$ cat config.mk
export PLATFORM = sky130hd
export DESIGN_NAME = paac_port_alarm
export DESIGN_NICKNAME = d
export VERILOG_FILES = /design/src/hdl/paac_pkg.sv /design/src/hdl/paac_port_alarm.sv
export VERILOG_INCLUDE_DIRS = /design/src /design/src/hdl
export SDC_FILE = /design/constraint.sdc
export NUM_CORES = 1
export LEC_CHECK = 0
export ABC_AREA = 1
export BUFFER_PORTS_ARGS = -buffer_cell sky130_fd_sc_hd__buf_4
export CAP_MARGIN = 20
export CORE_MARGIN = 1.5
export CORE_UTILIZATION = 48
export CTS_CLUSTER_SIZE = 30
export DETAILED_ROUTE_END_ITERATION = 7
export PLACE_DENSITY = 0.76
export SKIP_CTS_REPAIR_TIMING = 1
export SLEW_MARGIN = 20
export SYNTH_ARGS = -nofsm -noshare
export SYNTH_HDL_FRONTEND = slang
export SYNTH_SLANG_ARGS = --single-unit
$ cat constraint.sdc
create_clock -name ref_clk -period 1.58 [get_ports ref_clk]
set_input_delay 0.079 -clock ref_clk [delete_from_list [all_inputs] [get_ports ref_clk]]
set_output_delay 0.079 -clock ref_clk [all_outputs]
set_load 0.02 [all_outputs]
$ cat src/hdl/paac_defs.svh
// constants for the port alarm and maintenance block
`ifndef PAAC_DEFS_SVH
`define PAAC_DEFS_SVH

// --------
// register byte offsets
// --------
`define PAAC_OFS_CTRL_ONE    8'h00
`define PAAC_OFS_CTRL_TWO    8'h04
`define PAAC_OFS_CTRL_THREE  8'h08
`define PAAC_OFS_CTRL_FOUR   8'h0c
`define PAAC_OFS_STATUS      8'h10

// --------
// reset values
// --------
`define PAAC_RST_LINE_ALARM  2'h0
`define PAAC_RST_PAY_ALARM   3'h0
`define PAAC_RST_FRAMING     3'h0
`define PAAC_RST_LOOPBACK    3'h0

// --------
// field codes
// --------
`define PAAC_LA_AUTO_DLB     2'h0
`define PAAC_LA_ALL_ONES     2'h1
`define PAAC_LA_ALARM        2'h2
`define PAAC_FM_G832         3'h3

// --------
// framed alarm geometry and timing
// --------
`define PAAC_BLOCK_BITS      7'h55
`define PAAC_BLOCKS          3'h7
`define PAAC_SUBFRAMES       3'h6
`define PAAC_ONES_RUN        12'h3ff
`define PAAC_CLK_PERIOD_NS   40
`define PAAC_OOF_PERSIST_NS  2500000

`endif

$ cat src/hdl/paac_pkg.sv
// types for the port alarm and maintenance block
package paac_pkg;

    // control registers as software sees them
    typedef struct packed {
        logic       rx_alarm_sw;
        logic       bit_tester_enable;
        logic [2:0] payload_alarm_select;
        logic [1:0] line_alarm_select;
    } paac_ctrl_one_type;

    typedef struct packed {
        logic       rx_liu_enable;
        logic       unipolar_line_mode;
        logic [2:0] framing_mode_select;
    } paac_ctrl_two_type;

    // decoded loopback state
    typedef struct packed {
        logic line_loopback;
        logic payload_loopback;
        logic diagnostic_loopback;
    } paac_loop_type;

endpackage : paac_pkg

$ cat src/hdl/paac_port_alarm.sv
// port level alarm, loopback steering and maintenance muxing
//
// How it works
// - unipolar line mode never reports signal loss
// - forwarded signal loss masked in diagnostic loopback
// - status signal loss valid, off when unipolar
// - alarm is framed DS3 or all ones
// - framed alarm: valid overhead, payload one-zero
// - port alarm switches cleanly on bit boundaries
// - port alarm keeps own frame alignment
// - port alarm runs in diag loop, not line loop
// - diagnostic loopback returns framer transmit data
// - detect framed alarm DS3 only, ones always
// - payload alarm replaces receive data, not looped
// - payload alarm enabled after reset
// - framer auto alarm waits in ds3 modes, port alarm immediate
// - no alarm detection on transmit path
// - receive alarm request sources and transmit starts
// - decode line alarm select field
// - decode payload alarm select field
// - loop timing takes receive clock
// - force HDLC receive data high on loss
// - trail trace granted only to G.832
// - bit tester replaces serial payload input in framing modes 0 to 3
`timescale 1ns/100ps
`include "paac_defs.svh"

module paac_port_alarm #(
    parameter int OOF_HOLD_CYCLES =
        (`PAAC_OOF_PERSIST_NS + `PAAC_CLK_PERIOD_NS - 1)
        / `PAAC_CLK_PERIOD_NS
) (
    // clock and reset
    input  wire logic        ref_clk,
    input  wire logic        reset,
    // axi4-lite slave
    input  wire logic [7:0]  s_axi_awaddr,
    input  wire logic        s_axi_awvalid,
    output logic             s_axi_awready,
    input  wire logic [31:0] s_axi_wdata,
    input  wire logic [3:0]  s_axi_wstrb,
    input  wire logic        s_axi_wvalid,
    output logic             s_axi_wready,
    output logic [1:0]       s_axi_bresp,
    output logic             s_axi_bvalid,
    input  wire logic        s_axi_bready,
    input  wire logic [7:0]  s_axi_araddr,
    input  wire logic        s_axi_arvalid,
    output logic             s_axi_arready,
    output logic [31:0]      s_axi_rdata,
    output logic [1:0]       s_axi_rresp,
    output logic             s_axi_rvalid,
    input  wire logic        s_axi_rready,
    // line side pins
    input  wire logic        tx_clock_input,
    input  wire logic        rx_line_clock_input,
    input  wire logic        rx_recovered_clock,
    input  wire logic        rx_line_data,
    output logic             tx_line_strobe,
    output logic             tx_line_data,
    // line decoder
    input  wire logic        decoder_signal_loss,
    // framer
    input  wire logic        framer_tx_data,
    input  wire logic        framer_rx_data,
    input  wire logic        out_of_frame,
    input  wire logic        frame_loss,
    input  wire logic        framer_ds3_alarm_seen,
    input  wire logic        framer_tx_data_enable,
    input  wire logic        framer_rx_data_enable,
    input  wire logic        framer_hdlc_data,
    output logic             framer_signal_loss,
    output logic             framer_auto_oof_alarm,
    output logic             framer_rx_alarm_request,
    output logic             framer_rx_line_data,
    output logic             framer_tx_payload,
    output logic             trail_trace_grant,
    output logic             hdlc_rx_data,
    // system payload and bit tester
    input  wire logic        tx_serial_payload_in,
    input  wire logic        bit_tester_tx_data,
    output logic             rx_serial_payload_out,
    output logic             bit_tester_rx_data,
    output logic             tx_data_enable,
    output logic             rx_data_enable
);
    import paac_pkg::*;

    // --------
    // registers
    // --------
    paac_ctrl_one_type ctrl_one;
    paac_ctrl_two_type ctrl_two;
    logic              loop_timing_enable;
    logic [2:0]        loopback_select;
    paac_loop_type     loop;
    logic [7:0]        read_addr;
    logic              write_go;
    logic              read_hit;
    logic [31:0]       status_word;

    assign write_go      = s_axi_awvalid & s_axi_wvalid & ~s_axi_bvalid;
    assign s_axi_awready = write_go;
    assign s_axi_wready  = write_go;
    assign s_axi_arready = ~s_axi_rvalid;

    // payload alarm select resets to 000 so downstream alarm starts on
    always_ff @(posedge ref_clk)
    begin
        if (reset)
        begin
            ctrl_one <= '{1'b0, 1'b0, `PAAC_RST_PAY_ALARM,
                          `PAAC_RST_LINE_ALARM};
            ctrl_two <= '{1'b0, 1'b0, `PAAC_RST_FRAMING};
            loop_timing_enable <= 1'b0;
            loopback_select    <= `PAAC_RST_LOOPBACK;
        end
        else if (write_go && s_axi_wstrb[0])
        begin
            unique case (s_axi_awaddr)
                `PAAC_OFS_CTRL_ONE:   ctrl_one <= s_axi_wdata[6:0];
                `PAAC_OFS_CTRL_TWO:   ctrl_two <= s_axi_wdata[4:0];
                `PAAC_OFS_CTRL_THREE: loop_timing_enable <= s_axi_wdata[0];
                `PAAC_OFS_CTRL_FOUR:  loopback_select <= s_axi_wdata[2:0];
                default: ;
            endcase
        end
    end

    // write response
    always_ff @(posedge ref_clk)
    begin
        if (reset)
        begin
            s_axi_bvalid <= 1'b0;
            s_axi_bresp  <= 2'h0;
        end
        else if (write_go)
        begin
            s_axi_bvalid <= 1'b1;
            s_axi_bresp  <= (s_axi_awaddr == `PAAC_OFS_CTRL_ONE   ||
                             s_axi_awaddr == `PAAC_OFS_CTRL_TWO   ||
                             s_axi_awaddr == `PAAC_OFS_CTRL_THREE ||
                             s_axi_awaddr == `PAAC_OFS_CTRL_FOUR)
                            ? 2'h0 : 2'h2;
        end
        else if (s_axi_bready)
            s_axi_bvalid <= 1'b0;
    end

    assign read_addr = s_axi_araddr;
    assign read_hit  = (read_addr <= `PAAC_OFS_STATUS) &&
                       (read_addr[1:0] == 2'h0);

    // read response; status register is read only
    always_ff @(posedge ref_clk)
    begin
        if (reset)
        begin
            s_axi_rvalid <= 1'b0;
            s_axi_rdata  <= 32'h0;
            s_axi_rresp  <= 2'h0;
        end
        else if (s_axi_arvalid && !s_axi_rvalid)
        begin
            s_axi_rvalid <= 1'b1;
            s_axi_rresp  <= read_hit ? 2'h0 : 2'h2;
            unique case (read_addr)
                `PAAC_OFS_CTRL_ONE:   s_axi_rdata <= {25'h0, ctrl_one};
                `PAAC_OFS_CTRL_TWO:   s_axi_rdata <= {27'h0, ctrl_two};
                `PAAC_OFS_CTRL_THREE: s_axi_rdata <= {31'h0,
                                                      loop_timing_enable};
                `PAAC_OFS_CTRL_FOUR:  s_axi_rdata <= {29'h0, loopback_select};
                `PAAC_OFS_STATUS:     s_axi_rdata <= status_word;
                default:              s_axi_rdata <= 32'h0;
            endcase
        end
        else if (s_axi_rready)
            s_axi_rvalid <= 1'b0;
    end

    // --------
    // pin synchronisers
    // --------
    logic [4:0] pin_raw;
    logic [4:0] sync_one;
    logic [4:0] sync_two;
    logic [4:0] sync_three;
    logic [4:0] pin_level;
    logic [4:0] pin_rise;

    assign pin_raw  = {tx_serial_payload_in, rx_line_data,
                       rx_recovered_clock, rx_line_clock_input,
                       tx_clock_input};
    assign pin_rise = sync_two & sync_three & ~pin_level;

    always_ff @(posedge ref_clk)
    begin
        if (reset)
        begin
            sync_one   <= 5'h0;
            sync_two   <= 5'h0;
            sync_three <= 5'h0;
            pin_level  <= 5'h0;
        end
        else
        begin
            sync_one   <= pin_raw;
            sync_two   <= sync_one;
            sync_three <= sync_two;
            pin_level  <= (sync_two & sync_three) |
                          (pin_level & (sync_two | sync_three));
        end
    end

    // --------
    // clock selection and loopback decode
    // --------
    logic rx_strobe;
    logic tx_strobe;
    logic ds3_mode;
    logic ds3_framed;

    assign rx_strobe = ctrl_two.rx_liu_enable ? pin_rise[2] : pin_rise[1];
    assign tx_strobe = loop_timing_enable ? rx_strobe
                                          : pin_rise[0];
    assign ds3_mode   = ~ctrl_two.framing_mode_select[1];
    assign ds3_framed = ds3_mode & ~ctrl_two.framing_mode_select[2];

    always_comb
    begin
        loop.diagnostic_loopback = loopback_select[2];
        loop.line_loopback       = loopback_select[1] & ~loopback_select[0];
        loop.payload_loopback    = (loopback_select == 3'h3);
    end

    // --------
    // signal loss and alarm requests
    // --------
    logic        signal_loss;
    logic        oof_held;
    logic [31:0] oof_count;
    logic        rx_all_ones;
    logic [11:0] ones_run;

    assign signal_loss = decoder_signal_loss &
                         ~ctrl_two.unipolar_line_mode;
    assign framer_signal_loss = signal_loss &
                                ~loop.diagnostic_loopback;

    // framer auto alarm waits for out of frame to persist in ds3 modes
    always_ff @(posedge ref_clk)
    begin
        if (reset || !out_of_frame)
            oof_count <= 32'h0;
        else if (!oof_held)
            oof_count <= oof_count + 32'h1;
    end
    assign oof_held = (oof_count >= 32'(OOF_HOLD_CYCLES));
    assign framer_auto_oof_alarm = out_of_frame &
                                   (oof_held | ~ds3_mode);

    // unframed all ones seen on the receive data feeding the framer
    always_ff @(posedge ref_clk)
    begin
        if (reset)
            ones_run <= 12'h0;
        else if (rx_strobe)
        begin
            if (!framer_rx_line_data)
                ones_run <= 12'h0;
            else if (!rx_all_ones)
                ones_run <= ones_run + 12'h1;
        end
    end
    assign rx_all_ones = (ones_run == `PAAC_ONES_RUN);

    // framed alarm detection is meaningful only in ds3 modes
    logic alarm_seen;
    assign alarm_seen = rx_all_ones |
                        (framer_ds3_alarm_seen & ds3_mode);

    assign framer_rx_alarm_request = ctrl_one.rx_alarm_sw | alarm_seen |
                                     framer_signal_loss |
                                     framer_auto_oof_alarm;

    // --------
    // payload (downstream) alarm
    // --------
    logic llb_only;
    logic payload_alarm;

    assign llb_only = loop.line_loopback & ~loop.diagnostic_loopback;

    always_comb
    begin
        unique case (ctrl_one.payload_alarm_select)
            3'h0: payload_alarm = 1'b1;
            3'h1: payload_alarm = llb_only;
            3'h2: payload_alarm = loop.payload_loopback;
            3'h3: payload_alarm = llb_only | loop.payload_loopback;
            3'h4: payload_alarm = framer_signal_loss;
            3'h5: payload_alarm = out_of_frame;
            3'h6: payload_alarm = out_of_frame | framer_signal_loss |
                                  llb_only | loop.payload_loopback;
            3'h7: payload_alarm = 1'b0;
        endcase
    end

    // port alarm goes downstream only; loopback uses framer payload
    assign rx_serial_payload_out = payload_alarm | framer_rx_data;
    assign bit_tester_rx_data    = payload_alarm | framer_rx_data;
    assign rx_data_enable        = framer_rx_data_enable;
    assign hdlc_rx_data = framer_hdlc_data | frame_loss |
                          alarm_seen;
    assign trail_trace_grant = (ctrl_two.framing_mode_select ==
                                `PAAC_FM_G832);

    // --------
    // transmit payload: no pattern checks on this path
    // --------
    assign tx_data_enable = framer_tx_data_enable;
    always_comb
    begin
        if (loop.payload_loopback)
            framer_tx_payload = framer_rx_data;
        else if (ctrl_one.bit_tester_enable &&
                 !ctrl_two.framing_mode_select[2])
            framer_tx_payload = bit_tester_tx_data;
        else
            framer_tx_payload = pin_level[4];
    end

    // diagnostic loopback hands framer output, port alarm excluded, back
    assign framer_rx_line_data = loop.diagnostic_loopback
                                 ? framer_tx_data
                                 : pin_level[3];

    // --------
    // port level line alarm
    // --------
    logic line_alarm;
    logic line_framed;

    always_comb
    begin
        unique case (ctrl_one.line_alarm_select)
            `PAAC_LA_AUTO_DLB: line_alarm = loop.diagnostic_loopback;
            `PAAC_LA_ALL_ONES: line_alarm = 1'b1;
            `PAAC_LA_ALARM:    line_alarm = 1'b1;
            default:           line_alarm = 1'b0;
        endcase
        line_framed = ds3_mode &&
                      ctrl_one.line_alarm_select != `PAAC_LA_ALL_ONES;
    end

    // framed generator free-runs on its own count so a framer slip
    // never moves its alignment once started
    logic [6:0] bit_pos;
    logic [2:0] block_pos;
    logic [2:0] sub_pos;
    logic       parity_run;
    logic       parity_last;
    logic       framed_bit;

    always_ff @(posedge ref_clk)
    begin
        if (reset)
        begin
            bit_pos     <= 7'h0;
            block_pos   <= 3'h0;
            sub_pos     <= 3'h0;
            parity_run  <= 1'b0;
            parity_last <= 1'b0;
        end
        else if (tx_strobe)
        begin
            if (bit_pos != 7'h0)
                parity_run <= parity_run ^ framed_bit;
            if (bit_pos == `PAAC_BLOCK_BITS - 7'h1)
            begin
                bit_pos <= 7'h0;
                if (block_pos == `PAAC_BLOCKS)
                begin
                    block_pos <= 3'h0;
                    if (sub_pos == `PAAC_SUBFRAMES)
                    begin
                        sub_pos     <= 3'h0;
                        parity_last <= parity_run ^ framed_bit;
                        parity_run  <= 1'b0;
                    end
                    else
                        sub_pos <= sub_pos + 3'h1;
                end
                else
                    block_pos <= block_pos + 3'h1;
            end
            else
                bit_pos <= bit_pos + 7'h1;
        end
    end

    // overhead order per subframe: lead, F1, C1, F2, C2, F3, C3, F4
    always_comb
    begin
        if (bit_pos != 7'h0)
            framed_bit = bit_pos[0];
        else
        begin
            unique case (block_pos)
                3'h0:
                begin
                    if (sub_pos < 3'h2)
                        framed_bit = 1'b1;
                    else if (sub_pos < 3'h4)
                        framed_bit = parity_last;
                    else
                        framed_bit = (sub_pos == 3'h5);
                end
                3'h1, 3'h7: framed_bit = 1'b1;
                default:    framed_bit = 1'b0;
            endcase
        end
    end

    // line output: binary data before the encoder, changed only on
    // a bit strobe, so no bipolar violation can be made here
    always_ff @(posedge ref_clk)
    begin
        if (reset)
            tx_line_data <= 1'b0;
        else if (loop.line_loopback && rx_strobe)
            tx_line_data <= pin_level[3];
        else if (!loop.line_loopback && tx_strobe)
        begin
            if (line_alarm)
                tx_line_data <= line_framed ? framed_bit
                                            : 1'b1;
            else
                tx_line_data <= framer_tx_data;
        end
    end

    // the clean start sequence is software's job with auto modes off
    always_ff @(posedge ref_clk)
    begin
        if (reset)
            tx_line_strobe <= 1'b0;
        else
            tx_line_strobe <= loop.line_loopback ? rx_strobe
                                                 : tx_strobe;
    end

    // --------
    // status word
    // --------
    assign status_word = {26'h0, trail_trace_grant, oof_held,
                          rx_all_ones, payload_alarm,
                          line_alarm & ~loop.line_loopback,
                          signal_loss};

endmodule : paac_port_alarm

==> run metrics, run 1 <==
Antenna Cells=0; type of origin of the critical path=flop; Layout Nets=960; number of global-route vias before repair=approximately 4,200; number of hold-slack violations in the final timing report=2; number of warnings issued by yosys=0; count of buffers inserted at the top-level ports=68; vias per inst=5.02; Reg2Reg Capture Point=s_axi_rdata[4]; cell taking the most area after synthesis=sky130_fd_sc_hd__dfxtp_1; most instantiated flip-flop cell in the synthesis netlist=sky130_fd_sc_hd__dfxtp_1; P_sw=approximately 1.3 mW; worst endpoint required time=1500 ps; top post-synthesis cells by area=sky130_fd_sc_hd__dfxtp_1 (41%), sky130_fd_sc_hd__nand2_1 (9.1%), sky130_fd_sc_hd__inv_1 (8.5%), sky130_fd_sc_hd__nor2_1 (6.7%), sky130_fd_sc_hd__a21oi_1 (6.2%); area of all placed cells without fillers=6970 µm²; growth of design area from synthesis to finish=32.2%; timing-limited maximum frequency=546 MHz; Clock transition at path regs=110 ps; maximum number of pins on one net before global-route repair=27; antenna violations before repair=0; Setup CP Type=reg -> out; switching share of total power=0.265; final global-route overflow total=0; iteration-0 DRC count of the detailed router=309; nature of the critical path endpoint=output port; Core Area=approximately 11,000 µm²; Synth async-reset ratio=0; num ports=128; most numerous cell in the Yosys netlist=sky130_fd_sc_hd__nand2_1; register-to-register setup slack=-200 ps; number of flops mapped to enable cells by yosys=0; placement-stage cell area=between 6000 and 7000 µm²; worst hold path cell count=2; minimum setup slack in the final design=-252 ps; clock buffer count from CTS=9; critical register-to-register path startpoint=oof_count[13]; Hold WC Path Type=in -> reg; setup violators final=17; failing checks=hold timing, setup timing; Initial Utilization=0.489; detailed-routing iteration count for the pre-antenna-repair pass=5; pre-CTS WS=-10.8 ps; data arrival at the endpoint of the critical path=between 1500 and 2000 ps; Logic pwr share=0.087; syn_area_per_cell=7.07 µm²; post-route minimum period=1830 ps; routability congestion estimate=0.928; placed wire-length estimate=8900 µm; gate count of the mapped netlist=between 700 and 800; launching element of the worst setup path=oof_count[13]; min-delay src=reset; vias after detailed routing=5,112; buffer depth of the longest clock path=2; first-pass GRT wire length=18,900 µm; Clk Tree Root Cell=sky130_fd_sc_hd__clkbuf_8; antenna violation net count after detailed routing=0; Pleak=2.93 nW; maximum fanout count along the critical path=2; Cell Rows=38; fraction of final layout cells with drive strength greater than 1=0.306; number of max-slew violations in the final report=0; number of cell instances on the worst register-to-register path=13; DRC violation count after routing=0; clock share of power=0.343; power density cells=697 nW/µm²; die height=~110 µm; horizontal die dimension=108 µm; portion of the clock cycle consumed by the worst path in the final layout=1.16; sequential power share=0.570; setup repair after global routing missed its margin=true; flop and latch count out of synthesis=roughly 110; unique cell type count in the Yosys netlist=40; outcome=complete, but fails checks; P_int=around 3.6 mW; area share of the largest cell type after synthesis=0.410; CTS tree=yes; core utilization of the finished layout=0.646; Clock Sinks=about 110; overall routed net length=roughly 13,000 µm; clock latency of the later-clocked register in the worst-skew pair=between 300 and 400 ps; CTS HTree Levels=3; Total Routing Usage GR=0.206; maximum vdd ir drop=0.522 mV; capture endpoint of the worst hold path=sub_pos[1]; total of max-cap violations=0; area enclosed by the die boundary=roughly 12,000 µm²; Synth Cell Area=5280 µm²; final worst clock skew=~13 ps; sequential-to-total area share from yosys stat=0.410; overall power after layout=approximately 4.9 mW; wire length per cell after detailed routing=12.9 µm; tightest hold margin=-2.72 ps; synth cell count leaders=sky130_fd_sc_hd__nand2_1 (128), sky130_fd_sc_hd__inv_1 (120), sky130_fd_sc_hd__dfxtp_1 (108), sky130_fd_sc_hd__nor2_1 (94), sky130_fd_sc_hd__a21oi_1 (65)
## worst max path at each step
| stage | to | slack [ps] | cells after the start |
|---|---|---|---|
| 6_report | framer_rx_alarm_request | -250 | 9 |
| 5_1_grt | framer_rx_alarm_request | -380 | 8 |
| 4_1_cts | framer_rx_alarm_request | -400 | 9 |
| 3_5_place_dp | s_axi_rdata[3] | -10 | 10 |
| 3_3_place_gp | bit_pos[2] | 20 | 9 |
| 2_1_floorplan | ctrl_one[4] | 20 | 7 |
## state kept, by name, indices dropped and copies added (netlist names), 3 cells and up
name and cells:
bit_pos 7, block_pos 3, ctrl_one 7, ctrl_two 5
loopback_select 3, ones_run 12, oof_count 32, pin_level 5
s_axi_rdata 7, sub_pos 3, sync_one 5, sync_three 5
sync_two 5
## cells by family (layout without fill, tap and decap cells)
kind of cell,after synthesis,count (layout),synth area share
other,1,27,0.000711
AO/OA/AOI/OAI,134,134,0.138
adder cells (fa/ha/maj),12,12,0.0285
buffers and inverters,168,275,0.145
flip-flops,108,108,0.410
XOR/XNOR,8,8,0.0133
AND/OR/NAND/NOR,315,315,0.265
## layout make-up
cell class / count / area, µm²
fill: 898 / 3820
multi-input combinational: 496 / 2810
sequential: 108 / 2190
timing repair buffer: 135 / 1130
inverter: 124 / 473
tap: 140 / 175
clock buffer: 10 / 138
clock inverter: 6 / 56.3
## placed cells by master, fill, tap and decap left out, types with 3 or more instances in the layout
cell type / netlist / routed
sky130_fd_sc_hd__o21ai_0: 47 / 40
sky130_fd_sc_hd__o21ai_1: 2 / 5
sky130_fd_sc_hd__xor2_1: 8 / 8
sky130_fd_sc_hd__nand4_1: 18 / 18
sky130_fd_sc_hd__dfxtp_1: 108 / 88
sky130_fd_sc_hd__o21ai_2: 1 / 5
sky130_fd_sc_hd__nor2_1: 94 / 83
sky130_fd_sc_hd__nor3_1: 20 / 6
sky130_fd_sc_hd__nand2_1: 128 / 106
sky130_fd_sc_hd__nand3_1: 32 / 23
sky130_fd_sc_hd__inv_1: 120 / 108
sky130_fd_sc_hd__buf_4: 33 / 114
sky130_fd_sc_hd__nand2_2: 5 / 18
sky130_fd_sc_hd__a21oi_1: 65 / 57
sky130_fd_sc_hd__a21oi_2: 0 / 8
sky130_fd_sc_hd__nor3b_2: 0 / 4
sky130_fd_sc_hd__nor3_2: 1 / 14
sky130_fd_sc_hd__nand2_4: 2 / 8
sky130_fd_sc_hd__nand3_2: 0 / 8
sky130_fd_sc_hd__clkbuf_8: 0 / 10
sky130_fd_sc_hd__inv_2: 3 / 13
sky130_fd_sc_hd__a31oi_1: 5 / 5
sky130_fd_sc_hd__o22ai_1: 3 / 3
sky130_fd_sc_hd__ha_1: 12 / 10
sky130_fd_sc_hd__conb_1: 1 / 27
sky130_fd_sc_hd__a211oi_1: 4 / 4
sky130_fd_sc_hd__dlygate4sd3_1: 0 / 6
sky130_fd_sc_hd__clkinv_4: 0 / 3
sky130_fd_sc_hd__dfxtp_2: 0 / 19
sky130_fd_sc_hd__nor2_2: 0 / 10
sky130_fd_sc_hd__nand2_8: 0 / 3
sky130_fd_sc_hd__buf_6: 1 / 10
## critical path, cell delays in order, from the launching register on
cell and delay [ps]:
sky130_fd_sc_hd__dfxtp_1 390, sky130_fd_sc_hd__nand2_2 90, sky130_fd_sc_hd__inv_2 70, sky130_fd_sc_hd__nand3_2 90, sky130_fd_sc_hd__nor3_2 220, sky130_fd_sc_hd__nand2_2 120, sky130_fd_sc_hd__nand3_2 90, sky130_fd_sc_hd__o21ai_2 60
sky130_fd_sc_hd__nand4_1 120, sky130_fd_sc_hd__buf_6 140
## layer usage
metal  track usage  up-vias  part of all wire
li1              -     2587                 -
met1         0.273     2306              0.45
met2         0.331      183              0.46
met3        0.0363       36             0.060
met4        0.0855        0             0.034
met5             0        -                 0
## power by group through the flow
stage	combinational (mW)	sequential, mW	clock [mW]
final	0.422	2.77	1.67
after global routing	0.460	2.78	1.81
after CTS	0.387	2.77	1.70
after detailed placement	0.385	2.83	0
after global placement	0.382	2.83	0
after floorplan	0.249	2.85	0
## metrics by stage
step	std cells	TNS (ps)
2_1_floorplan	772	0
3_3_place_gp	976	0
3_5_place_dp	976	-10.8
4_1_cts	992	-1680
5_1_grt	1019	-3780
6_report	1019	-1590
Note: power is estimated with default switching activity, not from simulation.
==> run 2, diff against run 1 <==
--- a/config.mk
+++ b/config.mk
@@ -6,7 +6,6 @@
 export SDC_FILE = /design/constraint.sdc
 export NUM_CORES = 1
 export LEC_CHECK = 0
-export ABC_AREA = 1
 export BUFFER_PORTS_ARGS = -buffer_cell sky130_fd_sc_hd__buf_4
 export CAP_MARGIN = 20
 export CORE_MARGIN = 1.5
==> run 2 against run 1 <==
  * The flow finishes with violations (setup timing)
  * Core utilization up 6.1 points
  * Clock-buffer cell count down 1
  * Via count down 5.2%
  * Worst hold slack better by 19 ps
  * Critical path type unchanged
  * Largest cell class unchanged
  * Wire length up 9.2%
  * Sequential cell count unchanged
  * Total power up 4.6%
  * Cell count down 13%
  * Clock skew about the same
  * Fmax down 23%
  * Critical endpoint unchanged
  * Synthesized area down 1.8%
  * Clock power up 12%
==> run metrics, run 2 <==
outcome=complete, but fails checks; failing checks=setup timing; share of the synthesized netlist area taken by xor and xnor gates=0.0457 (+0.0324); max FFs per register=32 (unchanged); timing-limited maximum frequency=421 MHz (-23%); clock buffer count from CTS=9 (unchanged); Hold WC Path Type=in -> reg; buffer depth of the longest clock path=2 (unchanged); syn_area_per_cell=8.87 µm² (+25%); setup violators final=42 (+25); Core Area=10,400 µm² (-3.5%); total area of sequential cells=2200 µm² (+0.29%); count of buffers inserted at the top-level ports=68 (unchanged); number of max-slew violations in the final report=0 (unchanged); combinational family with the most area after synthesis=simple AND/OR/NAND/NOR gates; maximum number of pins on one net before global-route repair=28 (+3.7%); vias after detailed routing=4,848 (-5.2%); number of flops mapped to enable cells by yosys=0 (unchanged); final global-route overflow total=0 (unchanged); area of all placed cells without fillers=7360 µm² (+5.6%); overall routed net length=14,400 µm (+9.2%); critical-path cell list=nor4_4, a311oi_2, or2_1, o21a_2, or4_4, buf_6; Layout Nets=829 (-14%); sequential-to-total area share from yosys stat=0.417 (+0.00762); arithmetic-cell share of the synthesized area counting full adders, half adders and majority gates=0.0290 (+0.000529); nature of the critical path endpoint=output port; Max stage delay on crit path=430 ps (+40 ps); fill count=744 (-17%); number of hold-slack violations in the final timing report=0 (-2); Synth Cell Area=5180 µm² (-1.8%); placement-stage cell area=6440 µm² (+5.8%); Pleak=2.88 nW (-1.7%); tightest hold margin=16.5 ps (+19.2 ps); Clk Tree Root Cell=sky130_fd_sc_hd__clkbuf_8; Initial Utilization=0.497 (+0.00843); placed wire-length estimate=9690 µm (+8.9%); growth of design area from synthesis to finish=42.2%; most common cell after layout, fill and taps aside=sky130_fd_sc_hd__buf_4; Antenna Cells=0 (unchanged); most numerous cell in the Yosys netlist=sky130_fd_sc_hd__dfxtp_1; routability congestion estimate=0.936 (+0.79%); post-synthesis share of cell area spent on and, or, nand and nor gates=0.246 (-0.0190); clock latency of the later-clocked register in the worst-skew pair=390 ps (about the same); number of warnings issued by yosys=0 (unchanged); fraction of final layout cells with drive strength greater than 1=0.382 (+0.0763); synth cell count leaders=sky130_fd_sc_hd__dfxtp_1 (108), sky130_fd_sc_hd__nor2_1 (71), sky130_fd_sc_hd__nand2_1 (43), sky130_fd_sc_hd__buf_4 (31); area share of the largest cell type after synthesis=0.417 (+0.00762); vias per inst=5.48 (+9.3%); most instantiated flip-flop cell in the synthesis netlist=sky130_fd_sc_hd__dfxtp_1; largest registers=oof_count x32, ones_run x12; total of max-cap violations=0 (unchanged); final worst clock skew=12.1 ps (-0.489 ps); area taken by multi-input logic gates=3230 µm² (+15%); core utilization of the finished layout=0.707 (+0.0610); share of cell area taken by muxes after synthesis=0.0568 (+0.0568); top post-synthesis cells by area=sky130_fd_sc_hd__dfxtp_1 (42%), sky130_fd_sc_hd__nor2_1 (5.1%), sky130_fd_sc_hd__mux2i_1 (5.0%), sky130_fd_sc_hd__buf_4 (4.5%), sky130_fd_sc_hd__nand2_1 (3.1%); library cell contributing the largest single delay on the critical path=sky130_fd_sc_hd__or4_4; Clock transition at path regs=110 ps (about the same); worst endpoint required time=1500 ps (about the same); die height=107 µm (-0.89%); post-route minimum period=2380 ps (+545 ps); overall power after layout=5.09 mW (+4.6%); cell taking the most area after synthesis=sky130_fd_sc_hd__dfxtp_1; num ports=128 (unchanged); commonest non-fill, non-tap cells in the layout=sky130_fd_sc_hd__buf_4 (143), sky130_fd_sc_hd__dfxtp_1 (85), sky130_fd_sc_hd__nor2_1 (68); number of cells after detailed placement=839 (-14%); detailed-routing iteration count for the pre-antenna-repair pass=5 (unchanged); antenna violations before repair=0 (unchanged); power density cells=690 nW/µm² (-0.97%); gate count of the mapped netlist=584 (-22%); portion of the clock cycle consumed by the worst path in the final layout=1.50 (+0.345); flop and latch count out of synthesis=108 (unchanged); Total Routing Usage GR=0.223 (+0.0170); horizontal die dimension=107 µm (-0.89%); DRC violation count after routing=0 (unchanged); data arrival at the endpoint of the critical path=2300 ps (+550 ps); first-pass GRT wire length=20,300 µm (+7.2%); Setup TNS Final=-6600 ps (-5020 ps); area enclosed by the die boundary=11,400 µm² (-1.8%); Cell Rows=37 (-2.6%); iteration-0 DRC count of the detailed router=298 (-3.6%); wire length per cell after detailed routing=16.2 µm (+26%); antenna violation net count after detailed routing=0 (unchanged); setup repair after global routing missed its margin=true; number of global-route vias before repair=4,310 (+2.1%); maximum vdd ir drop=0.808 mV (+55%); Largest Register=oof_count; pre-CTS WS=-411 ps (-400 ps); number of standard cells in the layout, taps in and fillers out=884 (-13%); Clock Sinks=108 (unchanged); Synth async-reset ratio=0 (unchanged); maximum fanout count along the critical path=2 (unchanged); unique cell type count in the Yosys netlist=66 (+65%); Setup CP Type=reg -> out; CTS HTree Levels=3 (unchanged); type of origin of the critical path=flop; CTS tree=yes; minimum setup slack in the final design=-797 ps (-545 ps); area fraction in compound gates after synthesis=0.125 (-0.0129)
[run 2: changes by cell type after synthesis, moves of 18 or more]
| cell | delta |
|---|---|
| sky130_fd_sc_hd__xnor2_1 | +18 |
| sky130_fd_sc_hd__a21oi_1 | -39 |
| sky130_fd_sc_hd__mux2i_1 | +26 |
| sky130_fd_sc_hd__nand3_1 | -19 |
| sky130_fd_sc_hd__inv_1 | -100 |
| sky130_fd_sc_hd__o21ai_0 | -30 |
| sky130_fd_sc_hd__nor2b_1 | +21 |
| sky130_fd_sc_hd__nor2_1 | -23 |
| sky130_fd_sc_hd__nand2_1 | -85 |
| sky130_fd_sc_hd__and2_1 | +18 |
[run 2: cells by family after synthesis]
group / count (synthesis)
DFF: 108
and+or+nand+nor: 239
AOI/OAI and AO/OA: 91
adders and majority gates: 12
buffers and inverters: 77
other: 1
xor gates and xnor gates: 27
muxes: 29
[run 2: area by class of cell]
type / instances / area share
repair buffers: 179 / 0.199
clock inverters: 7 / 0.0139
well taps: 136 / 0.0231
clock buffers: 9 / 0.0168
flip-flops and latches: 108 / 0.298
inverters: 20 / 0.0102
multi-input cells: 425 / 0.438
[run 2: path summary, 6_finish.rpt]
path                                    from                 endpoint  slack (ps)  cells after the start
worst min-delay path            s_axi_bready             s_axi_bvalid          20                      3
worst max register to register  oof_count[9]            oof_count[12]        -200                      8
worst min register to register   sync_one[1]              sync_two[1]         450                      1
worst max-delay path            oof_count[9]  framer_rx_alarm_request        -800                      6
[run 2: layer usage]
metal  global-route usage  vias up  wire, µm
li1                     -     2285         -
met1                0.269     2365      5760
met2                0.392      158      7460
met3               0.0541       40       746
met4               0.0638        0       393
met5                    0        -         0
[run 2: power breakdown]
group          internal (mW)  total [mW]  switching [mW]
Clock                  0.790        1.87            1.08
Combinational          0.194       0.443           0.249
Sequential              2.75        2.77          0.0221
Total                   3.73        5.09            1.35
[run 2: worst max-delay path, delay by kind of cell (launching register included)]
kind,cells,cell delay (ps)
AOI/OAI and AO/OA,2,370
buffers and inverters,1,150
DFF,1,380
and+or+nand+nor,3,1010
